[config.mk]
export PLATFORM = sky130hd
export DESIGN_NAME = tbm_top
export DESIGN_NICKNAME = d
export VERILOG_FILES = /design/src/tbm_pkg.sv /design/src/tbm_chan_if.sv /design/src/tbm_channel.sv /design/src/tbm_top.sv
export SDC_FILE = /design/constraint.sdc
export NUM_CORES = 1
export LEC_CHECK = 0
export ABC_AREA = 1
export BUFFER_PORTS_ARGS = -buffer_cell sky130_fd_sc_hd__buf_2
export CAP_MARGIN = 40
export CELL_PAD_IN_SITES_DETAIL_PLACEMENT = 1
export CELL_PAD_IN_SITES_GLOBAL_PLACEMENT = 2
export CORE_ASPECT_RATIO = 1.25
export CORE_MARGIN = 2
export CORE_UTILIZATION = 36
export DETAILED_ROUTE_END_ITERATION = 16
export PLACE_DENSITY_LB_ADDON = 0.1
export SLEW_MARGIN = 5
export SYNTH_ARGS = -nofsm -noshare
export SYNTH_HDL_FRONTEND = slang
export SYNTH_SLANG_ARGS = --single-unit
[constraint.sdc]
create_clock -name clk_sys -period 11.6 [get_ports clk_sys]
set_input_delay 0.58 -clock clk_sys [delete_from_list [all_inputs] [get_ports clk_sys]]
set_output_delay 0.58 -clock clk_sys [all_outputs]
set_load 0.03 [all_outputs]
[src/tbm_pkg.sv]
package tbm_pkg;

  // ---------------------------------------------------------------
  // bus geometry
  // ---------------------------------------------------------------
  localparam int          ADDR_W   = 8;
  localparam int          DATA_W   = 32;
  localparam int          NUM_CH   = 6;
  localparam int          IDX_W    = 6;

  // ---------------------------------------------------------------
  // register indices (byte address = 4 * index)
  // ---------------------------------------------------------------
  localparam logic [5:0]  IDX_PROTECT  = 6'h0a;
  localparam logic [5:0]  IDX_CLK_SRC  = 6'h12;
  localparam logic [5:0]  IDX_CLK_GATE = 6'h16;
  localparam logic [5:0]  IDX_START    = 6'h20;
  localparam logic [5:0]  IDX_RDSEL    = 6'h21;
  localparam logic [5:0]  IDX_MODE     = 6'h22;
  localparam logic [5:0]  IDX_CNT_BASE = 6'h30;
  localparam logic [5:0]  IDX_CAP_BASE = 6'h38;

  // ---------------------------------------------------------------
  // fields and reset values
  // ---------------------------------------------------------------
  localparam int          SRC_TIMER_BIT  = 0;
  localparam int          SRC_SERIAL_BIT = 1;
  localparam int          SRC_CLKOUT_BIT = 5;
  localparam logic [7:0]  SRC_RST        = 8'h03;
  localparam logic [7:0]  SRC_MASK       = 8'h23;
  localparam logic [7:0]  GATE_RST       = 8'h00;
  localparam logic [7:0]  GATE_MASK      = 8'h77;
  localparam int          GATE_TIMER_BIT = 1;
  localparam int          PROT_BIT       = 0;
  localparam logic [15:0] CNT_RST        = 16'h0000;
  localparam logic [15:0] CNT_MAX        = 16'hffff;
  localparam logic [15:0] CNT_ONE        = 16'h0001;
  localparam logic [1:0]  RESP_OKAY      = 2'b00;
  localparam logic [1:0]  RESP_SLVERR    = 2'b10;

  // channel operating modes, two bits per channel
  typedef enum logic [1:0]
  {
    MODE_EVT_PIN,
    MODE_PERIOD,
    MODE_WIDTH,
    MODE_EVT_CASCADE
  } tbm_mode_type;

endpackage : tbm_pkg

[src/tbm_chan_if.sv]
`timescale 1ns/10ps
interface tbm_chan_if;
  logic        start;
  logic [1:0]  mode;
  logic        tick;
  logic        cascadeIn;
  logic        wrEn;
  logic [15:0] wrData;
  logic [15:0] count;
  logic [15:0] capture;
  logic        overflow;

  modport ctl
  (
    output start, mode, tick, cascadeIn, wrEn, wrData,
    input  count, capture, overflow
  );

  modport chan
  (
    input  start, mode, tick, cascadeIn, wrEn, wrData,
    output count, capture, overflow
  );
endinterface : tbm_chan_if

[src/tbm_channel.sv]
`timescale 1ns/10ps
module tbm_channel
  import tbm_pkg::*;
(
  // clock and reset
  input wire logic clk_sys,
  input wire logic rst,
  // measurement pin, asynchronous
  input wire logic pinIn,
  // control and results
  tbm_chan_if.chan ch
);

  logic         pinMeta;
  logic         pinSync;
  logic         pinLast;
  logic         armed;
  logic [15:0]  count;
  logic [15:0]  capture;
  logic         overflow;
  logic         next_armed;
  logic [15:0]  next_count;
  logic [15:0]  next_capture;
  logic         next_overflow;
  tbm_mode_type mode;
  logic         measure;
  logic         pinRise;
  logic         activeEdge;
  logic         evtStep;

  // ---------------------------------------------------------------
  // counter and capture
  // ---------------------------------------------------------------
  // edges are taken from pinSync and pinLast only; pinMeta feeds nothing else
  always_comb
  begin
    mode          = tbm_mode_type'(ch.mode);
    measure       = (mode == MODE_PERIOD) || (mode == MODE_WIDTH);
    pinRise       = pinSync & ~pinLast;
    activeEdge    = (mode == MODE_WIDTH) ? (pinSync ^ pinLast) : pinRise;
    evtStep       = (mode == MODE_EVT_PIN) ? pinRise : ch.cascadeIn;
    next_count    = count;
    next_capture  = capture;
    next_armed    = armed & ch.start;
    next_overflow = 1'b0;
    if (measure && ch.start)
    begin
      if (activeEdge)
      begin
        // first edge arms and restarts; later edges store then restart
        if (armed)
          next_capture = count;
        next_count = CNT_RST;
        next_armed = 1'b1;
      end
      else if (armed && ch.tick)
      begin
        next_count    = count + CNT_ONE;
        next_overflow = (count == CNT_MAX);
      end
    end
    else if (!measure && ch.start && evtStep)
    begin
      next_count    = count + CNT_ONE;
      next_overflow = (count == CNT_MAX);
    end
    // a running measurement locks out software loads
    if (ch.wrEn && !(measure && ch.start))
      next_count = ch.wrData;
  end

  // registers only
  always_ff @(posedge clk_sys or posedge rst)
  begin
    if (rst)
    begin
      pinMeta  <= 1'b0;
      pinSync  <= 1'b0;
      pinLast  <= 1'b0;
      armed    <= 1'b0;
      count    <= CNT_RST;
      capture  <= CNT_RST;
      overflow <= 1'b0;
    end
    else
    begin
      pinMeta  <= pinIn;
      pinSync  <= pinMeta;
      pinLast  <= pinSync;
      armed    <= next_armed;
      count    <= next_count;
      capture  <= next_capture;
      overflow <= next_overflow;
    end
  end

  assign ch.count    = count;
  assign ch.capture  = capture;
  assign ch.overflow = overflow;

  // ---------------------------------------------------------------
  // checks
  // ---------------------------------------------------------------
  AST_MEAS_RO: assert property (@(posedge clk_sys) disable iff (rst)
    (ch.wrEn && ch.start && measure && !activeEdge)
    |=> (count == $past(count) + {15'h0, $past(armed && ch.tick)}))
    else $error("counter loaded during running measurement");

  AST_CAPTURE: assert property (@(posedge clk_sys) disable iff (rst)
    (measure && ch.start && armed && activeEdge)
    |=> (capture == $past(count)))
    else $error("active edge did not store the count");

  AST_RESTART: assert property (@(posedge clk_sys) disable iff (rst)
    (measure && ch.start && activeEdge && !ch.wrEn)
    ##1 (ch.start && !activeEdge && !ch.wrEn) |=> (count <= CNT_ONE))
    else $error("counter did not restart after edge");

  AST_EVT_PIN: assert property (@(posedge clk_sys) disable iff (rst)
    (mode == MODE_EVT_PIN && ch.start && pinRise && !ch.wrEn)
    |=> (count == $past(count) + CNT_ONE))
    else $error("event pulse not counted");

endmodule : tbm_channel

[src/tbm_top.sv]
// The AXI4-Lite slave port was decided locally.
`timescale 1ns/10ps
// Functional notes
// - timer clock select: 0 half rate, 1 full
// - serial clock select: 0 half rate, 1 full
// - clock out expansion 1 forces full rate
// - stop bit 1 withholds that peripheral clock
// - gate bits 3 and 7 unstored, read zero
// - event mode counts pin pulses or overflows
// - measuring counter ignores writes while started
// - edge starts count, next edge stores it
// - read select 0: counter read gives result
// - read select 1: counter read gives live
// - read select 1: capture register holds result
// - read select 0: capture register reads zero
module tbm_top
  import tbm_pkg::*;
(
  // clock and reset
  input  wire logic              clk_sys,
  input  wire logic              rst,
  // axi4-lite write address
  input  wire logic [ADDR_W-1:0] s_axi_awaddr,
  input  wire logic              s_axi_awvalid,
  output logic                   s_axi_awready,
  // axi4-lite write data
  input  wire logic [DATA_W-1:0] s_axi_wdata,
  input  wire logic [3:0]        s_axi_wstrb,
  input  wire logic              s_axi_wvalid,
  output logic                   s_axi_wready,
  // axi4-lite write response
  output logic [1:0]             s_axi_bresp,
  output logic                   s_axi_bvalid,
  input  wire logic              s_axi_bready,
  // axi4-lite read
  input  wire logic [ADDR_W-1:0] s_axi_araddr,
  input  wire logic              s_axi_arvalid,
  output logic                   s_axi_arready,
  output logic [DATA_W-1:0]      s_axi_rdata,
  output logic [1:0]             s_axi_rresp,
  output logic                   s_axi_rvalid,
  input  wire logic              s_axi_rready,
  // measurement pins
  input  wire logic [NUM_CH-1:0] timerMeasureInputPin,
  // clock steering
  output logic                   timerClockFullSel,
  output logic                   serialClockFullSel,
  output logic                   clockOutFullSel,
  output logic [5:0]             peripheralClockEnable
);

  // ---------------------------------------------------------------
  // decode helpers
  // ---------------------------------------------------------------
  function automatic logic [IDX_W-1:0] idxOf(input logic [ADDR_W-1:0] a);
    idxOf = a[ADDR_W-1:2];
  endfunction : idxOf

  function automatic logic inRange(input logic [IDX_W-1:0] i,
                                   input logic [IDX_W-1:0] base);
    inRange = (i >= base) && (i < base + IDX_W'(NUM_CH));
  endfunction : inRange

  function automatic logic isMapped(input logic [IDX_W-1:0] i);
    isMapped = (i == IDX_PROTECT) || (i == IDX_CLK_SRC)
            || (i == IDX_CLK_GATE) || (i == IDX_START)
            || (i == IDX_RDSEL) || (i == IDX_MODE)
            || inRange(i, IDX_CNT_BASE) || inRange(i, IDX_CAP_BASE);
  endfunction : isMapped

  logic              awHeld;
  logic [ADDR_W-1:0] awAddr;
  logic              wHeld;
  logic [DATA_W-1:0] wData;
  logic [3:0]        wStrb;
  logic              next_awHeld;
  logic [ADDR_W-1:0] next_awAddr;
  logic              next_wHeld;
  logic [DATA_W-1:0] next_wData;
  logic [3:0]        next_wStrb;
  logic              next_bvalid;
  logic [1:0]        next_bresp;
  logic              next_rvalid;
  logic [DATA_W-1:0] next_rdata;
  logic [1:0]        next_rresp;
  logic              regWrite;
  logic [IDX_W-1:0]  wIdx;
  logic [IDX_W-1:0]  rIdx;
  logic [DATA_W-1:0] readValue;

  logic [7:0]        clkSrc;
  logic [7:0]        clkGate;
  logic              protect;
  logic [NUM_CH-1:0] startFlags;
  logic [NUM_CH-1:0] rdSel;
  logic [2*NUM_CH-1:0] modeBits;
  logic              halfPhase;
  logic [7:0]        next_clkSrc;
  logic [7:0]        next_clkGate;
  logic              next_protect;
  logic [NUM_CH-1:0] next_startFlags;
  logic [NUM_CH-1:0] next_rdSel;
  logic [2*NUM_CH-1:0] next_modeBits;
  logic              timerTick;
  logic              lowByte;

  logic [15:0]       cntVal [NUM_CH];
  logic [15:0]       capVal [NUM_CH];
  logic [NUM_CH-1:0] ovf;

  // ---------------------------------------------------------------
  // axi4-lite slave
  // ---------------------------------------------------------------
  // one write and one read in flight; address and data in any order
  assign s_axi_awready = !awHeld && !s_axi_bvalid;
  assign s_axi_wready  = !wHeld && !s_axi_bvalid;
  assign s_axi_arready = !s_axi_rvalid;
  assign regWrite      = awHeld && wHeld && !s_axi_bvalid;
  assign wIdx          = idxOf(awAddr);
  assign rIdx          = idxOf(s_axi_araddr);

  // read mux; unmapped words read zero
  always_comb
  begin
    readValue = '0;
    if (rIdx == IDX_PROTECT)
      readValue[PROT_BIT] = protect;
    else if (rIdx == IDX_CLK_SRC)
      readValue[7:0] = clkSrc;
    else if (rIdx == IDX_CLK_GATE)
      readValue[7:0] = clkGate & GATE_MASK;
    else if (rIdx == IDX_START)
      readValue[NUM_CH-1:0] = startFlags;
    else if (rIdx == IDX_RDSEL)
      readValue[NUM_CH-1:0] = rdSel;
    else if (rIdx == IDX_MODE)
      readValue[2*NUM_CH-1:0] = modeBits;
    for (int i = 0; i < NUM_CH; i++)
    begin
      // select chooses result or live count
      if (rIdx == IDX_CNT_BASE + IDX_W'(i))
        readValue[15:0] = rdSel[i] ? cntVal[i] : capVal[i];
      // capture word is meaningless under select 0, so zero
      if (rIdx == IDX_CAP_BASE + IDX_W'(i))
        readValue[15:0] = rdSel[i] ? capVal[i] : CNT_RST;
    end
  end

  // channel handshakes and response
  always_comb
  begin
    next_awHeld = awHeld;
    next_awAddr = awAddr;
    next_wHeld  = wHeld;
    next_wData  = wData;
    next_wStrb  = wStrb;
    next_bvalid = s_axi_bvalid;
    next_bresp  = s_axi_bresp;
    next_rvalid = s_axi_rvalid;
    next_rdata  = s_axi_rdata;
    next_rresp  = s_axi_rresp;
    if (s_axi_awvalid && s_axi_awready)
    begin
      next_awHeld = 1'b1;
      next_awAddr = s_axi_awaddr;
    end
    if (s_axi_wvalid && s_axi_wready)
    begin
      next_wHeld = 1'b1;
      next_wData = s_axi_wdata;
      next_wStrb = s_axi_wstrb;
    end
    if (regWrite)
    begin
      next_awHeld = 1'b0;
      next_wHeld  = 1'b0;
      next_bvalid = 1'b1;
      next_bresp  = isMapped(wIdx) ? RESP_OKAY : RESP_SLVERR;
    end
    else if (s_axi_bvalid && s_axi_bready)
      next_bvalid = 1'b0;
    if (s_axi_arvalid && s_axi_arready)
    begin
      next_rvalid = 1'b1;
      next_rdata  = readValue;
      next_rresp  = isMapped(rIdx) ? RESP_OKAY : RESP_SLVERR;
    end
    else if (s_axi_rvalid && s_axi_rready)
      next_rvalid = 1'b0;
  end

  // registers only
  always_ff @(posedge clk_sys or posedge rst)
  begin
    if (rst)
    begin
      awHeld       <= 1'b0;
      awAddr       <= '0;
      wHeld        <= 1'b0;
      wData        <= '0;
      wStrb        <= '0;
      s_axi_bvalid <= 1'b0;
      s_axi_bresp  <= RESP_OKAY;
      s_axi_rvalid <= 1'b0;
      s_axi_rdata  <= '0;
      s_axi_rresp  <= RESP_OKAY;
    end
    else
    begin
      awHeld       <= next_awHeld;
      awAddr       <= next_awAddr;
      wHeld        <= next_wHeld;
      wData        <= next_wData;
      wStrb        <= next_wStrb;
      s_axi_bvalid <= next_bvalid;
      s_axi_bresp  <= next_bresp;
      s_axi_rvalid <= next_rvalid;
      s_axi_rdata  <= next_rdata;
      s_axi_rresp  <= next_rresp;
    end
  end

  // ---------------------------------------------------------------
  // control registers
  // ---------------------------------------------------------------
  // byte registers need lane 0; clock words also need the unlock
  always_comb
  begin
    lowByte         = regWrite && wStrb[0];
    next_clkSrc     = clkSrc;
    next_clkGate    = clkGate;
    next_protect    = protect;
    next_startFlags = startFlags;
    next_rdSel      = rdSel;
    next_modeBits   = modeBits;
    if (lowByte && wIdx == IDX_PROTECT)
      next_protect = wData[PROT_BIT];
    if (lowByte && protect && wIdx == IDX_CLK_SRC)
      next_clkSrc = wData[7:0] & SRC_MASK;
    if (lowByte && protect && wIdx == IDX_CLK_GATE)
      next_clkGate = wData[7:0] & GATE_MASK;
    if (lowByte && wIdx == IDX_START)
      next_startFlags = wData[NUM_CH-1:0];
    if (lowByte && wIdx == IDX_RDSEL)
      next_rdSel = wData[NUM_CH-1:0];
    if (regWrite && wStrb[1:0] == 2'b11 && wIdx == IDX_MODE)
      next_modeBits = wData[2*NUM_CH-1:0];
  end

  // registers only
  always_ff @(posedge clk_sys or posedge rst)
  begin
    if (rst)
    begin
      clkSrc     <= SRC_RST;
      clkGate    <= GATE_RST;
      protect    <= 1'b0;
      startFlags <= '0;
      rdSel      <= '0;
      modeBits   <= '0;
      halfPhase  <= 1'b0;
    end
    else
    begin
      clkSrc     <= next_clkSrc;
      clkGate    <= next_clkGate;
      protect    <= next_protect;
      startFlags <= next_startFlags;
      rdSel      <= next_rdSel;
      modeBits   <= next_modeBits;
      halfPhase  <= !halfPhase;
    end
  end

  // clock steering; the tick stands in for the gated timer clock
  assign timerClockFullSel  = clkSrc[SRC_TIMER_BIT];
  assign serialClockFullSel = clkSrc[SRC_SERIAL_BIT];
  assign clockOutFullSel    = clkSrc[SRC_CLKOUT_BIT];
  assign peripheralClockEnable = ~{clkGate[6:4], clkGate[2:0]};
  assign timerTick = !clkGate[GATE_TIMER_BIT]
                  && (clkSrc[SRC_TIMER_BIT] || halfPhase);

  // ---------------------------------------------------------------
  // channels
  // ---------------------------------------------------------------
  for (genvar g = 0; g < NUM_CH; g++)
  begin : gen_ch
    tbm_chan_if chIf();

    assign chIf.start     = startFlags[g];
    assign chIf.mode      = modeBits[2*g +: 2];
    assign chIf.tick      = timerTick;
    // cascade from the previous channel, ring wraps at zero
    assign chIf.cascadeIn = ovf[(g + NUM_CH - 1) % NUM_CH];
    // only a full 16-bit write reaches the counter
    assign chIf.wrEn      = regWrite && wStrb[1:0] == 2'b11
                         && wIdx == IDX_CNT_BASE + IDX_W'(g);
    assign chIf.wrData    = wData[15:0];
    assign cntVal[g]      = chIf.count;
    assign capVal[g]      = chIf.capture;
    assign ovf[g]         = chIf.overflow;

    tbm_channel u_channel
    (
      .clk_sys (clk_sys),
      .rst     (rst),
      .pinIn   (timerMeasureInputPin[g]),
      .ch      (chIf.chan)
    );
  end

  // ---------------------------------------------------------------
  // checks
  // ---------------------------------------------------------------
  AST_HALF_RATE: assert property (@(posedge clk_sys) disable iff (rst)
    (!clkSrc[SRC_TIMER_BIT] && !clkGate[GATE_TIMER_BIT] && timerTick
     && $stable(clkSrc) && $stable(clkGate)
     && !(lowByte && protect && wIdx == IDX_CLK_SRC)) |=> !timerTick)
    else $error("half rate tick ran at full rate");

  AST_SER_SEL: assert property (@(posedge clk_sys) disable iff (rst)
    $changed(serialClockFullSel)
    |-> $past(regWrite && protect && wIdx == IDX_CLK_SRC))
    else $error("serial clock select moved without write");

  AST_CLKOUT: assert property (@(posedge clk_sys) disable iff (rst)
    (lowByte && protect && wIdx == IDX_CLK_SRC)
    |=> (clockOutFullSel == $past(wData[SRC_CLKOUT_BIT])))
    else $error("clock out expansion not taken");

  AST_STOP: assert property (@(posedge clk_sys) disable iff (rst)
    clkGate[GATE_TIMER_BIT] |-> (!timerTick && !peripheralClockEnable[1]))
    else $error("stopped timer clock still ticking");

  AST_PROTECT: assert property (@(posedge clk_sys) disable iff (rst)
    (regWrite && wIdx == IDX_CLK_GATE && !protect) |=> $stable(clkGate))
    else $error("clock gate written while locked");

  AST_GATE_RSV: assert property (@(posedge clk_sys) disable iff (rst)
    (s_axi_arvalid && s_axi_arready && rIdx == IDX_CLK_GATE)
    |=> (s_axi_rdata[3] == 1'b0 && s_axi_rdata[7] == 1'b0))
    else $error("unstored gate bits read nonzero");

  AST_RD_RESULT: assert property (@(posedge clk_sys) disable iff (rst)
    (s_axi_arvalid && s_axi_arready && rIdx == IDX_CNT_BASE && !rdSel[0])
    |=> (s_axi_rdata[15:0] == $past(capVal[0])))
    else $error("counter read did not give result");

  AST_RD_LIVE: assert property (@(posedge clk_sys) disable iff (rst)
    (s_axi_arvalid && s_axi_arready && rIdx == IDX_CNT_BASE && rdSel[0])
    |=> (s_axi_rdata[15:0] == $past(cntVal[0])))
    else $error("counter read did not give live count");

  AST_CAP_UNDEF: assert property (@(posedge clk_sys) disable iff (rst)
    (s_axi_arvalid && s_axi_arready && rIdx == IDX_CAP_BASE && !rdSel[0])
    |=> (s_axi_rdata == '0))
    else $error("unused capture word read nonzero");

endmodule : tbm_top

==> impl_metrics.yaml <==
timing:
  slew_viol_final: 0
  rsz0062_at_grt: "false"
  finalHoldViolations: 0
  fin_setup_tns_ps: 0
  finalCriticalPeriod_ps: 3440
  skew_ps: 15.2
  worst_pin_slew_ps: 950
  relSlewSlack_pct: 36.2
  fmax_ghz: 0.291
  finalCritPeriodShare_pct: 29.6
  finalSetupViolCount: 0
global_route:
  grt_pass1_vias: 17352
  met3_usage_pct: 3.29
  grt_pass1_wl_um: 107000
  overflow: 0
  grtUsageTotal_pct: 28.1
  busiest_layer: "met2"
  globalRouteMet2Util_pct: 49.0
  antenna_found_initial: 0
  globalRouteMet1Util_pct: 34.9
  grt_start_max_net_pins: 75
drt:
  post_drt_wl_per_cell_um: 22.8
  wirelength_um: 69600
  vias: 16585
  antenna_left: 0
  via_per_inst: 5.43
  drt_iter0_drc: 910
  dr.pass1.iters: 5
  drc: 0
worst_setup_path:
  r2r_setup_slack_ps: 8160
  crit_family: "simple AND/OR/NAND/NOR gates"
  crit_buf_inv: 4
  crit_chain: "inv_1, ha_1, nand2_1, inv_1, nor4_4, inv_1, nand2_1, inv_1, a21oi_1, a21oi_1, a21oi_1, a21oi_1"
  critPathArrivalTime_ps: 3850
  slowest_stage: "nor4_4"
  slowest_delay_ps: 850
  critPathKind: "reg -> reg"
  crit_fanout: 13
  crit_required_ps: 12010
  cp-start-kind: "flip-flop"
  worstSetupEndpointType: "flip-flop"
finish:
  seq_area_sq_um: 7580
  multi_input_area_sq_um: 8080
  final_area_sq_um: 19800
  n_antenna_cell: 0
  stdcell_count: 3054
  final_nets: 2474
  layout-drive-gt1-share_pct: 9.79
  area_delta_synth_final_pct: 14.0
  fillers: 5991
floorplan:
  start_util_pct: 36.2
  die_y_um: 250
  fp-row-count: 90
  die_area_sq_um: 50100
  pin_count: 115
  fp.dieW_um: 201
  core-area_sq_um: 48000
power_and_ir_drop:
  vdd_drop_max_v: 0.000106
  power-per-cell-area_nw_per_um2: 162
  leakage_nw: 8.55
clock_tree:
  htree_levels: 2
  cts_made_buffers: 37
  cts-root-buf: "clkbuf_16"
  cts_sinks: 303
  cts_tree: "built"
  path_clk_slew_ps: 60
  clk_latency_ps: 560
  cts_buffer_depth: 3
logic_synthesis:
  syn_area_sq_um: 17400
  synth_seq_cells: 303
  yosysTopAreaCellShare_pct: 43.3
  ys_async_sr_fraction_pct: 100
  ys_top_cells_by_area: "dfrtp_1, nand2_1, o21ai_0, inv_1, a21oi_1"
  syn-instance-count: 2328
  synthFlopType: "dfrtp_1"
  syn_area_per_cell_sq_um: 7.47
  yosys.area.top_type: "dfrtp_1"
  synth_edf_count: 0
  yosys_warnings: 0
  ys_seq_area_share_pct: 43.6
  synth_cell_types: 59
placement:
  dpl.hpwl_um: 51100
  dp.cells: 2989
  placed_area_sq_um: 18600
  numPortBuffers: 74
  place.gp.congestion: 0.873
run:
  drv_cap: 0
outcome:
  status: "finished, final reports clean"
min_path:
  hp-class: "in -> reg"
area by class of cell:
| class | count | share of cell area (%) |
|---|---|---|
| inverters | 330 | 6.29 |
| multi-input cells | 1599 | 40.7 |
| clock inverters | 11 | 0.581 |
| well taps | 644 | 4.06 |
| flip-flops and latches | 303 | 38.3 |
| clock buffers | 53 | 5.49 |
| repair buffers | 114 | 4.56 |
power breakdown:
group | switching, W | total, W | internal, W
Sequential | 0.000233 | 0.00139 | 0.00116
Combinational | 0.000458 | 0.000635 | 0.000177
Clock | 0.000496 | 0.00119 | 0.000697
Total | 0.00119 | 0.00322 | 0.00203
logic make-up after synthesis:
logic type	count (synthesis)	share of synthesized area, %
other	1	0.0216
buffers and inverters	443	10.3
AOI/OAI and AO/OA	623	20.6
DFF	303	43.6
muxes	6	0.389
adders and majority gates	24	1.73
xor gates and xnor gates	13	0.655
and+or+nand+nor	915	22.7
synthesized netlist by cell type, types with 10 or more instances:
cell type	number
nor3_1	32
inv_2	10
o22ai_1	20
nor2_2	10
clkbuf_1	68
nand4_1	41
buf_2	20
a21oi_1	152
ha_1	24
o21ai_0	307
nand3_1	81
nand2_1	535
buf_4	22
a22oi_1	44
o211ai_1	31
nor2_1	179
dfrtp_1	301
inv_1	314
flip-flops by register name (all words and copies together) (netlist names), 12 cells and up:
register / count
gen_ch.u_channel.ch.capture: 96
gen_ch.u_channel.ch.count: 96
s_axi_rdata: 16
wData: 16
modeBits: 12
timing repair:
action / 4_1_cts / 5_1_grt
resized for setup: 0 / 0
endpoints found under the hold margin: 7 / 0
setup buffers: 0 / 0
hold buffers: 1 / 0
final timing paths:
path / startpoint / cells past startpoint / end
setup reg to reg: modeBits[10]$_DFFE_PP0P_ / 12 / gen_ch[5].u_channel.ch.count[9]$_DFFE_PP0P_
max in group asynchronous: rst / 6 / clkGate[1]$_DFFE_PP0P_
hold / removal: timerMeasureInputPin[0] / 1 / gen_ch[0].u_channel.pinMeta$_DFF_PP0_
hold reg to reg: gen_ch[3].u_channel.pinMeta$_DFF_PP0_ / 0 / gen_ch[3].u_channel.pinSync$_DFF_PP0_
min in group asynchronous: rst / 3 / gen_ch[5].u_channel.ch.capture[9]$_DFFE_PP0P_
setup / recovery: modeBits[10]$_DFFE_PP0P_ / 12 / gen_ch[5].u_channel.ch.count[9]$_DFFE_PP0P_
placed cells by master, fill, tap and decap left out, drive strengths merged, types with 2 or more instances in the layout:
cell / synthesis / layout
a211oi: 9 / 9
xor2: 9 / 9
a31oi: 3 / 3
o221ai: 5 / 5
or2: 6 / 6
nor3: 38 / 38
inv: 324 / 325
clkbuf: 68 / 53
a311oi: 2 / 2
xnor2: 4 / 4
bufinv: 0 / 2
clkinv: 6 / 13
buf: 45 / 113
a221oi: 7 / 7
nor4: 12 / 12
nor2: 192 / 192
o2111ai: 6 / 6
and3: 2 / 2
dfrtp: 301 / 301
conb: 1 / 18
mux2: 6 / 6
o21ai: 309 / 309
a21oi: 158 / 158
o211ai: 31 / 31
o22ai: 20 / 20
ha: 24 / 24
a2111oi: 4 / 4
a32oi: 5 / 5
nand3: 83 / 83
a2bb2oi: 4 / 4
nand4: 42 / 42
a22oi: 47 / 47
o32ai: 4 / 4
dfstp: 2 / 2
o31ai: 6 / 6
nand2: 539 / 539
metrics by stage:
stage               power [W]  hold WS (ps)  worst slack, ps  util [%]
floorplan             0.00165           331             2650         -
global route          0.00334           103             7980      41.3
detailed placement    0.00204           338             8250      38.8
CTS                   0.00325          99.8             8260      41.3
finish                0.00322           126             8160      41.3
global placement      0.00199           336             7790      38.0
per-layer routing:
metal,vias up,wire (um),part of all wire [%]
met4,0,3370,4.8
met3,111,2510,3.6
met5,-,0,0
met1,8385,29400,42
li1,7788,-,-
met2,301,34300,49
Note: power is estimated with default switching activity, not from simulation.
